File: src/rtl/triple_timer_cfg.svh
// Constants for the three-timer module: prescaler, step timing, timer indices and reset values.
`ifndef TRIPLE_TIMER_CFG_SVH
`define TRIPLE_TIMER_CFG_SVH
`define TT_CLK_HZ 20000000
`define TT_STATE_TIME_NS 25
`define TT_MIN_STEP_STATE_TIMES 16
`define TT_MIN_STEP_CYCLES ((`TT_MIN_STEP_STATE_TIMES * `TT_STATE_TIME_NS + 49) / 50)
`define TT_PRESCALE_W 3
`define TT_DIV_W 16
`define TT_TIMER_W 16
`define TT_TIMER_RST 16'h0000
`define TT_IDX_LOW 0
`define TT_IDX_CORE 1
`define TT_IDX_HIGH 2
`endif

File: src/rtl/triple_timer_pkg.sv
// Types shared by the three-timer module.
package triple_timer_pkg;
  typedef enum logic [1:0] {
    MODE_TIMER = 2'h0,
    MODE_GATED = 2'h1,
    MODE_COUNTER = 2'h3,
    MODE_INCREMENTAL = 2'h2
  } mode_t;
  typedef enum logic [1:0] {
    EDGE_NONE = 2'h0,
    EDGE_RISE = 2'h1,
    EDGE_FALL = 2'h2,
    EDGE_BOTH = 2'h3
  } edge_t;
  typedef struct packed {
    mode_t mode;
    logic run;
    logic dir_down;
    logic ext_dir_en;
    logic gate_high;
    edge_t count_edge;
    logic [2:0] prescale;
  } timer_cfg_t;
  typedef struct packed {
    logic chain;
    logic capture;
    logic reload;
    edge_t trig_edge;
    logic reload_on_rise;
    logic reload_on_fall;
  } aux_cfg_t;
endpackage

File: src/rtl/triple_timer_module.sv
// Three 16-bit up/down timers with toggle latch, chaining, capture and reload.
`include "triple_timer_cfg.svh"

// Notes on behaviour
// (RULE1) Three independent 16-bit timers: one core and two auxiliaries.
// (RULE2) Each timer picks timer, gated, counter or incremental mode.
// (RULE3) Timer mode counts on a prescaled clock divided from the system clock.
// (RULE4) Counter mode counts selected edges on the timer input pin.
// (RULE5) Gated mode counts prescaled ticks only while the gate level holds.
// (RULE6) One input pin per timer, used as gate or count input.
// (RULE7) Fastest count step is sixteen state times, eight clock cycles; only timer and gated modes keep it, pin-edge and chained steps may come closer.
// (RULE8) Direction set by software, optionally flipped by the direction pin.
// (RULE9) Incremental mode decodes quadrature A and B into count and direction.
// (RULE10) An auxiliary timer may chain to the core timer as its count source.
// (RULE11) Core toggle latch inverts on each core overflow and underflow.
// (RULE12) Toggle latch state drives the toggle output pin.
// (RULE13) Toggle latch edges may clock either auxiliary timer.
// (RULE14) An auxiliary in capture or reload duty stops counting.
// (RULE15) Capture copies the core count on the auxiliary input edge.
// (RULE16) Reload loads the core from auxiliary on pin edge or latch transition.
// (RULE17) Both auxiliaries reloading on opposite latch edges give hands-free PWM.
// (RULE18) Timers wrap at limits and flag overflow or underflow pulses.
// (RULE19) Input and direction pins pass three flip-flops before use.
module triple_timer_module (
  // Clock, reset and enable
  input wire logic clk,
  input wire logic sys_rst,
  input wire logic clk_en,
  // Configuration, index 0 low auxiliary, 1 core, 2 high auxiliary
  input triple_timer_pkg::timer_cfg_t timer_cfg [3],
  input triple_timer_pkg::aux_cfg_t aux_low_cfg,
  input triple_timer_pkg::aux_cfg_t aux_high_cfg,
  input wire logic toggle_out_en,
  // Pins
  input wire logic [2:0] timer_input_pin,
  input wire logic [2:0] direction_input_pin,
  output logic toggle_output_pin,
  // Status
  output logic [15:0] aux_timer_low,
  output logic [15:0] core_timer,
  output logic [15:0] aux_timer_high,
  output logic core_toggle_latch,
  output logic [2:0] overflow_pulse,
  output logic [2:0] underflow_pulse
);
  localparam int unsigned STEP = `TT_MIN_STEP_CYCLES;
  localparam logic [`TT_TIMER_W-1:0] TMAX = 16'hFFFF;

  triple_timer_pkg::aux_cfg_t aux_cfg [3];
  logic [2:0] in_s1_ff, in_s2_ff, in_s3_ff;
  logic [2:0] dir_s1_ff, dir_s2_ff, dir_s3_ff;
  logic [2:0] in_lvl_ff, dir_lvl_ff;
  logic [2:0] in_rise, in_fall, dir_rise, dir_fall;
  logic [`TT_DIV_W-1:0] div_ff;
  logic [2:0] base_cnt_ff;
  logic base_tick;
  logic [15:0] cnt_ff [3];
  logic [15:0] nxt_cnt [3];
  logic [2:0] step, down, ovf, unf;
  logic tl_rise, tl_fall;
  logic core_reload;
  logic [15:0] reload_val;

  assign aux_cfg[0] = aux_low_cfg;
  assign aux_cfg[1] = '0;
  assign aux_cfg[2] = aux_high_cfg;

  // Pin synchroniser; a level change counts once stages two and three agree.
  always_ff @(posedge clk or posedge sys_rst) begin
    if (sys_rst) begin
      in_s1_ff <= 3'h0;
      in_s2_ff <= 3'h0;
      in_s3_ff <= 3'h0;
      dir_s1_ff <= 3'h0;
      dir_s2_ff <= 3'h0;
      dir_s3_ff <= 3'h0;
    end else if (clk_en) begin
      in_s1_ff <= timer_input_pin; // see (RULE19)
      in_s2_ff <= in_s1_ff;
      in_s3_ff <= in_s2_ff;
      dir_s1_ff <= direction_input_pin;
      dir_s2_ff <= dir_s1_ff;
      dir_s3_ff <= dir_s2_ff;
    end
  end

  always_ff @(posedge clk or posedge sys_rst) begin
    if (sys_rst) begin
      in_lvl_ff <= 3'h0;
      dir_lvl_ff <= 3'h0;
    end else if (clk_en) begin
      in_lvl_ff <= (in_s2_ff & in_s3_ff) | (in_lvl_ff & (in_s2_ff | in_s3_ff));
      dir_lvl_ff <= (dir_s2_ff & dir_s3_ff) | (dir_lvl_ff & (dir_s2_ff | dir_s3_ff));
    end
  end

  assign in_rise = in_s2_ff & in_s3_ff & ~in_lvl_ff;
  assign in_fall = ~in_s2_ff & ~in_s3_ff & in_lvl_ff;
  assign dir_rise = dir_s2_ff & dir_s3_ff & ~dir_lvl_ff;
  assign dir_fall = ~dir_s2_ff & ~dir_s3_ff & dir_lvl_ff;

  // Base tick every eight cycles gives the finest step; the divider scales it.
  always_ff @(posedge clk or posedge sys_rst) begin
    if (sys_rst) begin
      base_cnt_ff <= 3'h0;
    end else if (clk_en) begin
      base_cnt_ff <= (base_cnt_ff == 3'(STEP - 1)) ? 3'h0 : base_cnt_ff + 3'h1; // see (RULE7)
    end
  end
  assign base_tick = clk_en && (base_cnt_ff == 3'(STEP - 1));

  always_ff @(posedge clk or posedge sys_rst) begin
    if (sys_rst) begin
      div_ff <= 16'h0000;
    end else if (base_tick) begin
      div_ff <= div_ff + 16'h0001;
    end
  end

  function automatic logic edge_hit(input triple_timer_pkg::edge_t e, input logic r,
                                    input logic f);
    edge_hit = (e[0] & r) | (e[1] & f);
  endfunction

  // Prescaled tick: bit k of the divider toggling doubles the period per step.
  function automatic logic presc_tick(input logic [2:0] p, input logic [15:0] d, input logic b);
    logic [15:0] mask;
    mask = (16'h0001 << p) - 16'h0001;
    presc_tick = b && ((d & mask) == mask);
  endfunction

  assign tl_rise = ovf[`TT_IDX_CORE] | unf[`TT_IDX_CORE] ? ~core_toggle_latch : 1'b0;
  assign tl_fall = ovf[`TT_IDX_CORE] | unf[`TT_IDX_CORE] ? core_toggle_latch : 1'b0;

  // Step and direction decision for each timer.
  for (genvar i = 0; i < 3; i++) begin : g_step
    triple_timer_pkg::timer_cfg_t c;
    logic quad_step, quad_down, pre, stopped, chain_hit;
    assign c = timer_cfg[i];
    assign pre = presc_tick(c.prescale, div_ff, base_tick);
    // A leads B counts up; either edge of either track is one step.
    assign quad_step = in_rise[i] | in_fall[i] | dir_rise[i] | dir_fall[i];
    assign quad_down = (in_rise[i] | in_fall[i]) ?
                       ((in_rise[i] | in_fall[i]) & (in_s2_ff[i] == dir_lvl_ff[i])) :
                       (dir_s2_ff[i] != in_lvl_ff[i]);
    assign stopped = aux_cfg[i].capture | aux_cfg[i].reload; // see (RULE14)
    assign chain_hit = edge_hit(aux_cfg[i].trig_edge, tl_rise, tl_fall); // see (RULE10) (RULE13)
    always_comb begin
      step[i] = 1'b0;
      down[i] = c.dir_down ^ (c.ext_dir_en & dir_lvl_ff[i]); // see (RULE8)
      if (c.run && !stopped && clk_en) begin
        if (aux_cfg[i].chain) begin
          step[i] = chain_hit;
        end else begin
          case (c.mode) // see (RULE2) (RULE6)
            triple_timer_pkg::MODE_TIMER: step[i] = pre; // see (RULE3)
            triple_timer_pkg::MODE_GATED: step[i] = pre && (in_lvl_ff[i] == c.gate_high); // see (RULE5)
            triple_timer_pkg::MODE_COUNTER:
              step[i] = edge_hit(c.count_edge, in_rise[i], in_fall[i]); // see (RULE4)
            default: begin
              step[i] = quad_step; // see (RULE9)
              down[i] = quad_down;
            end
          endcase
        end
      end
    end
    assign ovf[i] = step[i] && !down[i] && cnt_ff[i] == TMAX; // see (RULE18)
    assign unf[i] = step[i] && down[i] && cnt_ff[i] == 16'h0000;
  end

  // Reload source: low auxiliary wins when both fire in one cycle.
  always_comb begin
    core_reload = 1'b0;
    reload_val = cnt_ff[`TT_IDX_LOW];
    for (int k = 2; k >= 0; k -= 2) begin
      if (clk_en && aux_cfg[k].reload &&
          (edge_hit(aux_cfg[k].trig_edge, in_rise[k], in_fall[k]) ||
           (aux_cfg[k].reload_on_rise && tl_rise) ||
           (aux_cfg[k].reload_on_fall && tl_fall))) begin // see (RULE16) (RULE17)
        core_reload = 1'b1;
        reload_val = cnt_ff[k];
      end
    end
  end

  always_comb begin
    for (int k = 0; k < 3; k++) begin
      nxt_cnt[k] = down[k] ? cnt_ff[k] - 16'h0001 : cnt_ff[k] + 16'h0001;
    end
  end

  // Counter registers; wrap is the natural modulo of the 16-bit add.
  always_ff @(posedge clk or posedge sys_rst) begin
    if (sys_rst) begin
      for (int k = 0; k < 3; k++) begin
        cnt_ff[k] <= `TT_TIMER_RST; // see (RULE1)
      end
    end else begin
      for (int k = 0; k < 3; k++) begin
        if (k == `TT_IDX_CORE && core_reload) begin
          cnt_ff[k] <= reload_val;
        end else if (k != `TT_IDX_CORE && clk_en && aux_cfg[k].capture &&
                     edge_hit(aux_cfg[k].trig_edge, in_rise[k], in_fall[k])) begin
          cnt_ff[k] <= cnt_ff[`TT_IDX_CORE]; // see (RULE15)
        end else if (step[k]) begin
          cnt_ff[k] <= nxt_cnt[k]; // see (RULE18)
        end
      end
    end
  end

  always_ff @(posedge clk or posedge sys_rst) begin
    if (sys_rst) begin
      core_toggle_latch <= 1'b0;
    end else if (ovf[`TT_IDX_CORE] | unf[`TT_IDX_CORE]) begin
      core_toggle_latch <= ~core_toggle_latch; // see (RULE11)
    end
  end

  always_ff @(posedge clk or posedge sys_rst) begin
    if (sys_rst) begin
      toggle_output_pin <= 1'b0;
    end else if (clk_en) begin
      toggle_output_pin <= toggle_out_en & core_toggle_latch; // see (RULE12)
    end
  end

  always_ff @(posedge clk or posedge sys_rst) begin
    if (sys_rst) begin
      overflow_pulse <= 3'h0;
      underflow_pulse <= 3'h0;
    end else if (clk_en) begin
      overflow_pulse <= ovf;
      underflow_pulse <= unf;
    end
  end

  assign aux_timer_low = cnt_ff[`TT_IDX_LOW];
  assign core_timer = cnt_ff[`TT_IDX_CORE];
  assign aux_timer_high = cnt_ff[`TT_IDX_HIGH];

  // Checks.
  base_period_a: assert property (@(posedge clk) disable iff (sys_rst) // see (RULE7)
    base_tick |=> !base_tick [*7])
    else $error("base tick closer than eight cycles");
  toggle_flip_a: assert property (@(posedge clk) disable iff (sys_rst) // see (RULE11)
    (ovf[1] | unf[1]) |=> core_toggle_latch != $past(core_toggle_latch))
    else $error("toggle latch missed a wrap");
  toggle_steady_a: assert property (@(posedge clk) disable iff (sys_rst) // see (RULE11)
    !(ovf[1] | unf[1]) |=> $stable(core_toggle_latch))
    else $error("toggle latch moved without a wrap");
  toggle_pin_a: assert property (@(posedge clk) disable iff (sys_rst) // see (RULE12)
    (clk_en && toggle_out_en) |=> toggle_output_pin == $past(core_toggle_latch))
    else $error("toggle pin does not follow latch");
  aux_stopped_a: assert property (@(posedge clk) disable iff (sys_rst) // see (RULE14)
    (aux_cfg[0].capture | aux_cfg[0].reload) |-> !step[0])
    else $error("low auxiliary counted while stopped");
  core_capture_a: assert property (@(posedge clk) disable iff (sys_rst) // see (RULE15)
    (clk_en && aux_cfg[2].capture && edge_hit(aux_cfg[2].trig_edge, in_rise[2], in_fall[2]))
    |=> aux_timer_high == $past(core_timer))
    else $error("capture value wrong");
  core_reload_a: assert property (@(posedge clk) disable iff (sys_rst) // see (RULE16)
    core_reload |=> core_timer == $past(reload_val))
    else $error("core reload value wrong");
  up_wrap_a: assert property (@(posedge clk) disable iff (sys_rst) // see (RULE18)
    (ovf[0] && !aux_cfg[0].capture) |=> aux_timer_low == 16'h0000 && overflow_pulse[0])
    else $error("overflow did not wrap to zero");
  down_wrap_a: assert property (@(posedge clk) disable iff (sys_rst) // see (RULE18)
    (unf[2] && !aux_cfg[2].capture) |=> aux_timer_high == 16'hFFFF && underflow_pulse[2])
    else $error("underflow did not wrap to max");
  gate_hold_a: assert property (@(posedge clk) disable iff (sys_rst) // see (RULE5)
    (timer_cfg[0].mode == triple_timer_pkg::MODE_GATED && !aux_cfg[0].capture &&
     in_lvl_ff[0] != timer_cfg[0].gate_high && !aux_cfg[0].chain) |=> $stable(aux_timer_low))
    else $error("gated timer counted with gate closed");
  sync_delay_a: assert property (@(posedge clk) disable iff (sys_rst) // see (RULE19)
    (clk_en && in_rise[1]) |-> $past(in_s1_ff[1], 2) == 1'b1)
    else $error("edge seen before synchroniser");

  // A disagreeing synchroniser pair must never move the accepted level.
  sync_level_a: assert property (@(posedge clk) disable iff (sys_rst) // see (RULE19)
    (clk_en && in_s2_ff[0] != in_s3_ff[0])
    |=> in_lvl_ff[0] == $past(in_lvl_ff[0]))
    else $error("input level moved while stages disagree");
  timer_tick_a: assert property (@(posedge clk) disable iff (sys_rst) // see (RULE3)
    (step[1] && timer_cfg[1].mode == triple_timer_pkg::MODE_TIMER)
    |-> base_tick)
    else $error("timer mode stepped off the base tick");
  counter_edge_a: assert property (@(posedge clk) disable iff (sys_rst) // see (RULE4)
    (step[0] && timer_cfg[0].mode == triple_timer_pkg::MODE_COUNTER && !aux_cfg[0].chain)
    |-> (in_rise[0] | in_fall[0]))
    else $error("counter stepped without a pin edge");
  run_stop_a: assert property (@(posedge clk) disable iff (sys_rst) // see (RULE2)
    !timer_cfg[1].run
    |-> !step[1])
    else $error("core stepped while not running");
  core_ovf_wrap_a: assert property (@(posedge clk) disable iff (sys_rst) // see (RULE18)
    (ovf[1] && !core_reload)
    |=> core_timer == 16'h0000)
    else $error("core overflow did not wrap to zero");
  core_unf_wrap_a: assert property (@(posedge clk) disable iff (sys_rst) // see (RULE18)
    (unf[1] && !core_reload)
    |=> core_timer == 16'hFFFF)
    else $error("core underflow did not wrap to max");
  quad_step_a: assert property (@(posedge clk) disable iff (sys_rst) // see (RULE9)
    (clk_en && timer_cfg[0].run && timer_cfg[0].mode == triple_timer_pkg::MODE_INCREMENTAL &&
     !aux_cfg[0].chain && !aux_cfg[0].capture && !aux_cfg[0].reload &&
     (in_rise[0] | in_fall[0] | dir_rise[0] | dir_fall[0])) |-> step[0])
    else $error("sensor edge not counted");
  chain_count_a: assert property (@(posedge clk) disable iff (sys_rst) // see (RULE13)
    (clk_en && timer_cfg[0].run && aux_cfg[0].chain && !aux_cfg[0].capture &&
     !aux_cfg[0].reload && aux_cfg[0].trig_edge == triple_timer_pkg::EDGE_BOTH &&
     (tl_rise | tl_fall)) |-> step[0])
    else $error("chained timer missed a latch edge");
  dir_pin_a: assert property (@(posedge clk) disable iff (sys_rst) // see (RULE8)
    (timer_cfg[1].ext_dir_en && timer_cfg[1].mode == triple_timer_pkg::MODE_TIMER)
    |-> down[1] == (timer_cfg[1].dir_down ^ dir_lvl_ff[1]))
    else $error("direction pin not applied");
  reload_pin_a: assert property (@(posedge clk) disable iff (sys_rst) // see (RULE16)
    (clk_en && aux_cfg[2].reload && edge_hit(aux_cfg[2].trig_edge, in_rise[2], in_fall[2]))
    |-> core_reload)
    else $error("pin edge did not reload core");
  latch_reload_a: assert property (@(posedge clk) disable iff (sys_rst) // see (RULE17)
    (clk_en && aux_cfg[2].reload && aux_cfg[2].reload_on_rise && tl_rise)
    |-> core_reload)
    else $error("latch edge did not reload core");
  pulse_clear_a: assert property (@(posedge clk) disable iff (sys_rst) // see (RULE18)
    (clk_en && !ovf[1])
    |=> !overflow_pulse[1])
    else $error("overflow pulse without a wrap");
  high_stopped_a: assert property (@(posedge clk) disable iff (sys_rst) // see (RULE14)
    (aux_cfg[2].capture | aux_cfg[2].reload)
    |-> !step[2])
    else $error("high auxiliary counted while stopped");

  chain_c: cover property (@(posedge clk) disable iff (sys_rst)
    aux_cfg[0].chain && step[0]);
  core_ovf_c: cover property (@(posedge clk) disable iff (sys_rst) ovf[1]);
  core_unf_c: cover property (@(posedge clk) disable iff (sys_rst) unf[1]);
  pwm_reload_c: cover property (@(posedge clk) disable iff (sys_rst)
    core_reload && aux_cfg[0].reload && aux_cfg[2].reload);
  capture_c: cover property (@(posedge clk) disable iff (sys_rst)
    aux_cfg[0].capture && in_rise[0]);
endmodule

File: config.mk
export PLATFORM = sky130hd
export DESIGN_NAME = triple_timer_module
export DESIGN_NICKNAME = d
export VERILOG_FILES = /design/src/rtl/triple_timer_pkg.sv /design/src/rtl/triple_timer_module.sv
export VERILOG_INCLUDE_DIRS = /design/src /design/src/rtl
export SDC_FILE = /design/constraint.sdc
export NUM_CORES = 1
export LEC_CHECK = 0
export BUFFER_PORTS_ARGS = -buffer_cell sky130_fd_sc_hd__buf_2
export CAP_MARGIN = 20
export CORE_MARGIN = 2
export CORE_UTILIZATION = 30
export DETAILED_ROUTE_END_ITERATION = 10
export GPL_ROUTABILITY_DRIVEN = 0
export SKIP_CTS_REPAIR_TIMING = 1
export SLEW_MARGIN = 10
export SYNTH_ARGS = -nofsm -noshare
export SYNTH_HDL_FRONTEND = slang
export SYNTH_SLANG_ARGS = --single-unit
File: constraint.sdc
create_clock -name clk -period 4.2 [get_ports clk]
set_input_delay 0.42 -clock clk [delete_from_list [all_inputs] [get_ports clk]]
set_output_delay 0.42 -clock clk [all_outputs]
set_load 0.01 [all_outputs]
==> results of run 1 <==
worst paths after layout:
kind / start / end / slack [ps] / cells past startpoint
setup reg to reg: in_s2_ff[1]$_DFFE_PP0P_ / core_timer[15]$_DFFE_PP0P_ / 410 / 15
max in group asynchronous: sys_rst / in_lvl_ff[1]$_DFFE_PP0P_ / 3220 / 4
min in group clk: timer_input_pin[2] / in_s1_ff[2]$_DFFE_PP0P_ / 290 / 2
hold / removal: sys_rst / toggle_output_pin$_DFFE_PP0P_ / 50 / 2
setup / recovery: in_s2_ff[1]$_DFFE_PP0P_ / core_timer[15]$_DFFE_PP0P_ / 410 / 15
hold reg to reg: div_ff[13]$_DFFE_PP0P_ / div_ff[13]$_DFFE_PP0P_ / 470 / 1
sequential cells by signal (all words and copies together) (netlist names), 3 cells and up:
| signal | flops |
|---|---|
| in_s1_ff | 3 |
| dir_s2_ff | 3 |
| overflow_pulse | 3 |
| in_lvl_ff | 3 |
| dir_lvl_ff | 3 |
| div_ff | 16 |
| in_s2_ff | 3 |
| dir_s1_ff | 3 |
| aux_timer_high | 16 |
| underflow_pulse | 3 |
| in_s3_ff | 3 |
| core_timer | 16 |
| dir_s3_ff | 3 |
| aux_timer_low | 16 |
| base_cnt_ff | 3 |
metrics by stage:
stage	hold slack [ps]	utilization [%]	area (um2)	std cells	power, W
global placement	457	34.3	8620	1298	0.00502
CTS	279	35.5	8910	1314	0.00590
floorplan	438	-	7650	867	0.00401
detailed placement	455	34.3	8620	1298	0.00504
finish	53.4	35.6	8950	1315	0.00590
global route	84.5	35.6	8950	1315	0.00640
power groups by stage:
stage / logic [W] / clock network, W / registers, W
2_1_floorplan: 0.00228 / 0 / 0.00173
3_3_place_gp: 0.00311 / 0 / 0.00191
3_5_place_dp: 0.00314 / 0 / 0.00190
4_1_cts: 0.00316 / 0.000851 / 0.00189
5_1_grt: 0.00356 / 0.000887 / 0.00195
6_report: 0.00317 / 0.000829 / 0.00190
layout by cell type (no fill, tap or decap), types with 22 or more instances in the layout:
master   count
inv_1       29
nor2_1      69
dfrtp_1     99
nand3_1     29
nand2_1     87
ha_1        51
o21ai_0     45
xnor2_1     39
a21oi_1     47
mux2_2      22
buf_2      112
final cells by class:
class | instances | area, um2
Tap cell | 330 | 413
Sequential cell | 99 | 2480
Clock buffer | 9 | 225
Timing Repair Buffer | 134 | 746
Inverter | 33 | 126
Fill cell | 2690 | 16200
Clock inverter | 7 | 65.1
Multi-Input combinational cell | 703 | 4890
layer usage:
| metal | vias up | track usage [%] | share of wire [%] | wire length, um |
|---|---|---|---|---|
| met2 | 185 | 29.6 | 48 | 11200 |
| met3 | 23 | 3.45 | 5.1 | 1180 |
| met1 | 3409 | 23.1 | 46 | 10600 |
| li1 | 3458 | - | - | - |
| met5 | - | 0 | 0 | 0 |
| met4 | 0 | 3.51 | 1.3 | 296 |
cells by family after synthesis:
| family | count (synthesis) | share of synthesized area (%) |
|---|---|---|
| flip-flops | 99 | 32.4 |
| XOR/XNOR | 57 | 6.53 |
| adder cells (fa/ha/maj) | 54 | 9.13 |
| AND/OR/NAND/NOR | 308 | 20.1 |
| buffers and inverters | 65 | 3.84 |
| AO/OA/AOI/OAI | 245 | 22.4 |
| multiplexers | 39 | 5.53 |
==> results_dict.tcl, run 1 <==
set metrics [dict create \
    cp_cell_sequence "and2_1, a32oi_1, o211ai_1, o211ai_4, buf_4, ha_1, a21oi_1, o211ai_1, o221ai_1, a21oi_1, a211oi_2, a21oi_1, mux2i_1, mux2i_1, a221o_1" \
    report.final.hold_viol_count 0 \
    antenna_found_initial 0 \
    critical-path-max-stage-delay_ps 450 \
    setup_slack_of_the_critical_path_after_layout_ps 415 \
    tritoncts_num_sinks 99 \
    syn2layout_area_growth_pct 17.0 \
    timing.critical_path.fanout_max 17 \
    std_cell_rows 58 \
    clkPwrFrac_pct 14.1 \
    max-vdd-ir-drop_uv 414 \
    antennaDiodeCount 0 \
    switching_power_w 0.00273 \
    hpwlAfterDp_um 17700 \
    critPathMostFrequentCell "a21oi_1" \
    tns_ps 0 \
    yosys_most_used_dff "dfrtp_1" \
    arrival_ps 4030 \
    grt_util_all_layers_pct 17.5 \
    setup_viols_final 0 \
    cts_tree "built" \
    maxSlewHeadroom_pct 41.3 \
    chipHeight_um 164 \
    fp.coreArea_mm2 0.0251 \
    combPwrFrac_pct 53.7 \
    yosysWarnings 0 \
    worst_clock_skew_ps 7.46 \
    first_iter_violations 475 \
    timing_worst_setup_path_type "register to register" \
    worst_pin_slew_ps 873 \
    post_synth.cell_area_avg_um2 8.82 \
    timing.max_cap.violations 0 \
    fp.dieW_um 164 \
    first_pass_grt_wire_length_um 36800 \
    clkSlewWorstSetupHoldPaths_ps 80 \
    pin_count 113 \
    htreeDepth 3 \
    synth_enable_flop_cells 0 \
    netSwitchingFraction_pct 46.4 \
    wl_per_cell_um 17.8 \
    rsz_0062_raised_after_global_routing "false" \
    critPathRequiredTime_ps 4450 \
    nNetsFinal 1091 \
    cellInternalPower_w 0.00316 \
    clock_tree.root_cell "clkbuf_16" \
    critPathBufInv 1 \
    timing.final.max_slew_violations 0 \
    cts_made_buffers 9 \
    first_global_vias 6822 \
    first_pass_iters 5 \
    synth_top_cells_by_area "dfrtp_1, ha_1, xnor2_1" \
    synth_area_leader_cell "dfrtp_1" \
    die_area_mm2 0.0268 \
    globalRouteOverflowTotal 0 \
    post_synth_num_cell_types 82 \
    synth_nets 978 \
    netlist_instances 867 \
    timing.hold.worst.class "input port to async pin" \
    place.port_buffers 112 \
    vias_per_cell 5.38 \
    insertion_delay_of_the_later_clocked_pin_in_the_worst_skew_pair_ps 360 \
    worst_setup_path_start_kind "register" \
    minimum_period_implied_by_the_final_worst_setup_slack_ps 3790 \
    drc_errors 0 \
    async_reset_ff_share_pct 100 \
    seqPwrFrac_pct 32.2 \
    netlist_top_cells_count "dfrtp_1, nand2_1, nor2_1, ha_1" \
    timing.final.crit_share_pct 90.1 \
    end_kind "register" \
    post-synth-top-count-cell "dfrtp_1" \
    start_util_pct 30.5 \
    grt_max_degree 80 \
    route.antenna.remaining_nets 0 \
    power.leakage_nw 4.10 \
    max_freq_ghz 0.264 \
    seq_cells_post_synth 99 \
    dp_worst_setup_slack_ps 121 \
    ctsLongestPathBuffers 2 \
    totalWireLength_um 23400 \
    netlist.area_leader.share_pct 32.4 \
    routed-via-count 7075 \
    power.density_mw_per_mm2 659 \
    crit_family "compound AO/OA/AOI/OAI gates" \
    drive_above_1_share_pct 19.9 \
    outcome "finished, final reports clean" \
    synth.cell_area_mm2 0.00765 \
    crit_slowest_cell "dfrtp_1" \
    synth.yosys.seq_area_share_pct 32.4 \
]
Note: power is estimated with default switching activity, not from simulation.
==> run 2, diff against run 1 <==
--- a/config.mk
+++ b/config.mk
@@ -8,7 +8,7 @@
 export LEC_CHECK = 0
 export BUFFER_PORTS_ARGS = -buffer_cell sky130_fd_sc_hd__buf_2
 export CAP_MARGIN = 20
-export CORE_MARGIN = 2
+export CORE_MARGIN = 5
 export CORE_UTILIZATION = 30
 export DETAILED_ROUTE_END_ITERATION = 10
 export GPL_ROUTABILITY_DRIVEN = 0
==> run 2 against run 1 <==
Effect of this change: wire length is 0.86% higher; cell area hardly changed; non-clock buffer count is 3 lower; highest routed layer unchanged.
==> results_dict.tcl, run 2 (synthesis gave the netlist of run 1 again) <==
set metrics [dict create \
    antenna_found_initial 2 \
    tritoncts_num_sinks 99 \
    critPathBufInv 1 \
    crit_family "compound AO/OA/AOI/OAI gates" \
    timing.max_cap.violations 0 \
    globalRouteOverflowTotal 0 \
    vias_per_cell 5.39 \
    power.leakage_nw 4.10 \
    pin_count 113 \
    cts_tree "built" \
    arrival_ps 4170 \
    max-vdd-ir-drop_uv 402 \
    std_cell_rows 58 \
    ctsLongestPathBuffers 2 \
    seqPwrFrac_pct 31.7 \
    place.port_buffers 112 \
    chipHeight_um 170 \
    combPwrFrac_pct 52.8 \
    clkSlewWorstSetupHoldPaths_ps 70 \
    max_freq_ghz 0.256 \
    timing_worst_setup_path_type "register to register" \
    rsz_0062_raised_after_global_routing "false" \
    cts_made_buffers 9 \
    totalPowerFinal_w 0.00597 \
    multi_input_comb_area_mm2 0.00489 \
    cellInternalPower_w 0.00328 \
    drc_errors 0 \
    critPathRequiredTime_ps 4450 \
    first_global_vias 6954 \
    netSwitchingFraction_pct 45.2 \
    syn2layout_area_growth_pct 17.0 \
    clock_tree.root_cell "clkbuf_16" \
    cp_cell_sequence "and2_1, a32oi_1, o211ai_1, o211ai_2, buf_4, ha_1, o211ai_1, a21oi_1, a41o_1, o41ai_1, o21ai_0, xnor2_1, a31oi_1, o211a_1" \
    first_iter_violations 466 \
    report.final.hold_viol_count 0 \
    timing.critical_path.fanout_max 18 \
    worst_setup_path_start_kind "register" \
    timing.hold.worst.class "input port to async pin" \
    wl_per_cell_um 17.9 \
    clkPwrFrac_pct 15.5 \
    die_area_mm2 0.0288 \
    insertion_delay_of_the_later_clocked_pin_in_the_worst_skew_pair_ps 360 \
    nNetsFinal 1088 \
    outcome "finished, final reports clean" \
    hpwlAfterDp_um 17900 \
    sequential_cell_area_mm2 0.00248 \
    worst_clock_skew_ps 11.8 \
    route.antenna.remaining_nets 0 \
    switching_power_w 0.00270 \
    critPathMostFrequentCell "o211ai_1" \
    start_util_pct 30.5 \
    routed-via-count 7077 \
    first_pass_grt_wire_length_um 37400 \
    first_pass_iters 5 \
    timing.final.max_slew_violations 0 \
    totalWireLength_um 23600 \
    minimum_period_implied_by_the_final_worst_setup_slack_ps 3910 \
    end_kind "register" \
    critical-path-max-stage-delay_ps 450 \
    crit_slowest_cell "dfrtp_1" \
    worst_pin_slew_ps 850 \
    htreeDepth 3 \
    most_frequent_cells_in_the_layout "buf_2, dfrtp_1, nand2_1, nor2_1, ha_1" \
    num-fill-cells 2635 \
    mostFrequentLayoutCell "buf_2" \
    maxSlewHeadroom_pct 43.2 \
    drive_above_1_share_pct 19.6 \
    fp.coreArea_mm2 0.0251 \
    power.density_mw_per_mm2 667 \
    tns_ps 0 \
    timing.final.crit_share_pct 93.1 \
    grt_max_degree 62 \
    grt_util_all_layers_pct 16.3 \
    setup_viols_final 0 \
    fp.dieW_um 170 \
]
-- run 2: final timing paths --
check,startpoint,endpoint,slack (ps),cells past startpoint
min in group clk,direction_input_pin[1],dir_s1_ff[1]$_DFFE_PP0P_,290,2
worst max-delay path,in_s2_ff[1]$_DFFE_PP0P_,core_timer[14]$_DFFE_PP0P_,290,14
worst min register to register,div_ff[13]$_DFFE_PP0P_,div_ff[13]$_DFFE_PP0P_,470,1
worst min-delay path,sys_rst,toggle_output_pin$_DFFE_PP0P_,220,2
max in group asynchronous,sys_rst,div_ff[3]$_DFFE_PP0P_,2950,3
worst max register to register,in_s2_ff[1]$_DFFE_PP0P_,core_timer[14]$_DFFE_PP0P_,290,14
-- run 2: cell type report --
type                    instances  area share, %
clock buffers                  11           2.71
inverters                      33           1.41
multi-input cells             703           54.6
repair buffers                131           8.00
flip-flops and latches         99           27.7
diodes                          2         0.0559
well taps                     330           4.61
clock inverters                 5          0.937
-- run 2: metrics by stage --
stage / instance area, um2 / util [%] / hold slack [ps] / setup WS (ps) / instances
after global placement: 8610 / 34.3 / 459 / 147 / 1296
after detailed placement: 8610 / 34.3 / 462 / 114 / 1296
after floorplan: 7650 / - / 438 / 115 / 867
final: 8950 / 35.6 / 219 / 288 / 1314
after CTS: 8940 / 35.6 / 243 / 308 / 1312
after global routing: 8950 / 35.6 / 275 / 48.6 / 1314
-- run 2: layer usage --
| layer | global-route usage (%) | part of all wire, % | up-vias |
|---|---|---|---|
| met5 | 0 | 0 | - |
| met4 | 5.15 | 2.5 | 0 |
| met3 | 3.40 | 5.4 | 44 |
| met2 | 26.2 | 47 | 196 |
| met1 | 21.9 | 45 | 3392 |
| li1 | - | - | 3445 |
-- run 2: power groups by stage --
stage,combinational (W),clock [W],sequential [W]
2_1_floorplan,0.00228,0,0.00173
6_report,0.00316,0.000925,0.00189
4_1_cts,0.00316,0.000955,0.00188
3_5_place_dp,0.00313,0,0.00189
3_3_place_gp,0.00310,0,0.00190
5_1_grt,0.00353,0.00100,0.00194
==> run 3, diff against run 2 <==
--- a/config.mk
+++ b/config.mk
@@ -8,7 +8,7 @@
 export LEC_CHECK = 0
 export BUFFER_PORTS_ARGS = -buffer_cell sky130_fd_sc_hd__buf_2
 export CAP_MARGIN = 20
-export CORE_MARGIN = 5
+export CORE_MARGIN = 1.5
 export CORE_UTILIZATION = 30
 export DETAILED_ROUTE_END_ITERATION = 10
 export GPL_ROUTABILITY_DRIVEN = 0
==> constraint.sdc (replaced) <==
create_clock -name clk -period 4.9 [get_ports clk]
set_input_delay 0.49 -clock clk [delete_from_list [all_inputs] [get_ports clk]]
set_output_delay 0.49 -clock clk [all_outputs]
set_load 0.01 [all_outputs]
==> run 3 against run 2 <==
Effect of this change: first-iteration DRC count shrank 4.7%; sequential share of layout area grew 0.32 points; hold slack improved by 100 ps; fmax shrank 6.4%; utilization fell by 0.40 points; die area fell by 8.1%; clock power down 19%; cell area fell by 1.1%; sequential power fell by 13%; via count is 0.30% lower; critical path type unchanged; largest power group unchanged.
==> results_dict.tcl, run 3 (synthesis gave the netlist of run 1 again) <==
set metrics [dict create \
    outcome "finished, final reports clean" \
    pin_count 113 \
    final_hold_slack_ps 321 \
    worst_pin_slew_ps 928 \
    r2r-start "in_s2_ff[1]$_DFFE_PP0P_" \
    timing.final.crit_share_pct 85.3 \
    metal2_wl_um 11200 \
    critPathRequiredTime_ps 5150 \
    drc_errors 0 \
    fp.coreArea_mm2 0.0251 \
    timing_worst_setup_path_type "register to register" \
    post_route_insts_no_fill 1305 \
    routed-via-count 7056 \
    first_pass_grt_wire_length_um 37100 \
    place.port_buffers 112 \
    route.met3.wl_um 944 \
    first_pass_iters 7 \
    fp.dieW_um 163 \
    timing.hold.worst.class "input port to async pin" \
    htreeDepth 3 \
    worst_setup_path_start_kind "register" \
    placed_cell_area_mm2 0.00854 \
    power.density_mw_per_mm2 568 \
    timing.critical_path.fanout_max 8 \
    chipHeight_um 163 \
    end_kind "register" \
    worst_clock_skew_ps 9.70 \
    nNetsFinal 1081 \
    antennaDiodeCount 0 \
    maxSlewHeadroom_pct 38.1 \
    placedCellCount 1289 \
    rsz_0062_raised_after_global_routing "false" \
    endpoint_of_the_most_critical_register_to_register_path "core_timer[14]$_DFFE_PP0P_" \
    endpoint "core_timer[14]$_DFFE_PP0P_" \
    clkSlewWorstSetupHoldPaths_ps 70 \
    tritoncts_num_sinks 99 \
    grt_max_degree 71 \
    critPathLaunch "in_s2_ff[1]$_DFFE_PP0P_" \
    most_frequent_cells_in_the_layout "buf_2, dfrtp_1, nand2_1, nor2_1, ha_1" \
    first_global_vias 6835 \
    ctsLongestPathBuffers 2 \
    minimum_period_implied_by_the_final_worst_setup_slack_ps 4180 \
    num-fill-cells 2653 \
    vias_per_cell 5.41 \
    cts_made_buffers 9 \
    clock_tree.root_cell "clkbuf_16" \
    antenna_found_initial 0 \
    max_used_layer "met4" \
    power.leakage_nw 4.05 \
    first_iter_violations 444 \
    report.final.hold_viol_count 0 \
    drive_above_1_share_pct 18.9 \
    globalRouteOverflowTotal 0 \
    mostFrequentLayoutCell "buf_2" \
    depth_of_the_worst_register_to_register_path 14 \
    syn2layout_area_growth_pct 15.7 \
    setup_viols_final 0 \
    max_freq_ghz 0.239 \
    final_core_utilization_pct 35.2 \
    timing.final.max_slew_violations 0 \
    tns_ps 0 \
    wl_per_cell_um 17.8 \
    finalInstanceArea_mm2 0.00885 \
    die_area_mm2 0.0265 \
    worst-r2r-setup-slack_ps 720 \
    timing.max_cap.violations 0 \
    start_util_pct 30.5 \
    insertion_delay_of_the_later_clocked_pin_in_the_worst_skew_pair_ps 360 \
    arrival_ps 4430 \
    hpwlAfterDp_um 17500 \
    grt_util_all_layers_pct 17.9 \
    route.antenna.remaining_nets 0 \
    cts_tree "built" \
    max-vdd-ir-drop_uv 328 \
    std_cell_rows 58 \
    totalWireLength_um 23200 \
    detail_route.wirelength.met1_um 10700 \
]
[run 3: cell type report]
class	count	area, um2	share of cell area [%]
inverter	33	126	1.43
clock buffer	10	239	2.70
timing repair buffer	124	651	7.35
multi-input combinational	703	4880	55.1
clock inverter	6	65.1	0.735
tap	330	413	4.67
sequential	99	2480	28.0
[run 3: stage by stage]
stage                     power, W  setup WS, ps
after floorplan            0.00343          67.5
after CTS                  0.00505           744
final                      0.00503           721
after global placement     0.00424           618
after global routing       0.00546           336
after detailed placement   0.00427           550
[run 3: power breakdown]
group          internal (W)  switching, W
sequential          0.00106      0.000576
combinational       0.00125       0.00139
clock              0.000411      0.000338
total               0.00273       0.00230
[run 3: metal layers]
metal  GRT usage [%]  vias up
met4            4.30        0
met1            23.7     3458
met2            30.6      159
met5               0        -
met3            2.75       24
li1                -     3415
[run 3: how the worst min path moves through the flow]
| stage | to | slack, ps | cells after the start |
|---|---|---|---|
| floorplan | div_ff[13]$_DFFE_PP0P_ | 440 | 1 |
| global placement | div_ff[13]$_DFFE_PP0P_ | 460 | 1 |
| detailed placement | div_ff[13]$_DFFE_PP0P_ | 470 | 1 |
| CTS | in_s1_ff[1]$_DFFE_PP0P_ | 350 | 2 |
| global route | in_s1_ff[1]$_DFFE_PP0P_ | 360 | 2 |
| finish | toggle_output_pin$_DFFE_PP0P_ | 320 | 2 |
[run 3: worst max-delay path: stages (launching register included)]
cell      delay [ps]
dfrtp_1          470
and2_1           230
a32oi_1          150
o211ai_1         120
o211ai_2         530
ha_1             420
a211o_1          320
o211ai_1         160
a21oi_1          160
a41o_1           290
o41ai_1          470
o21ai_0          210
xnor2_1          170
a31oi_1          120
o211a_1          250
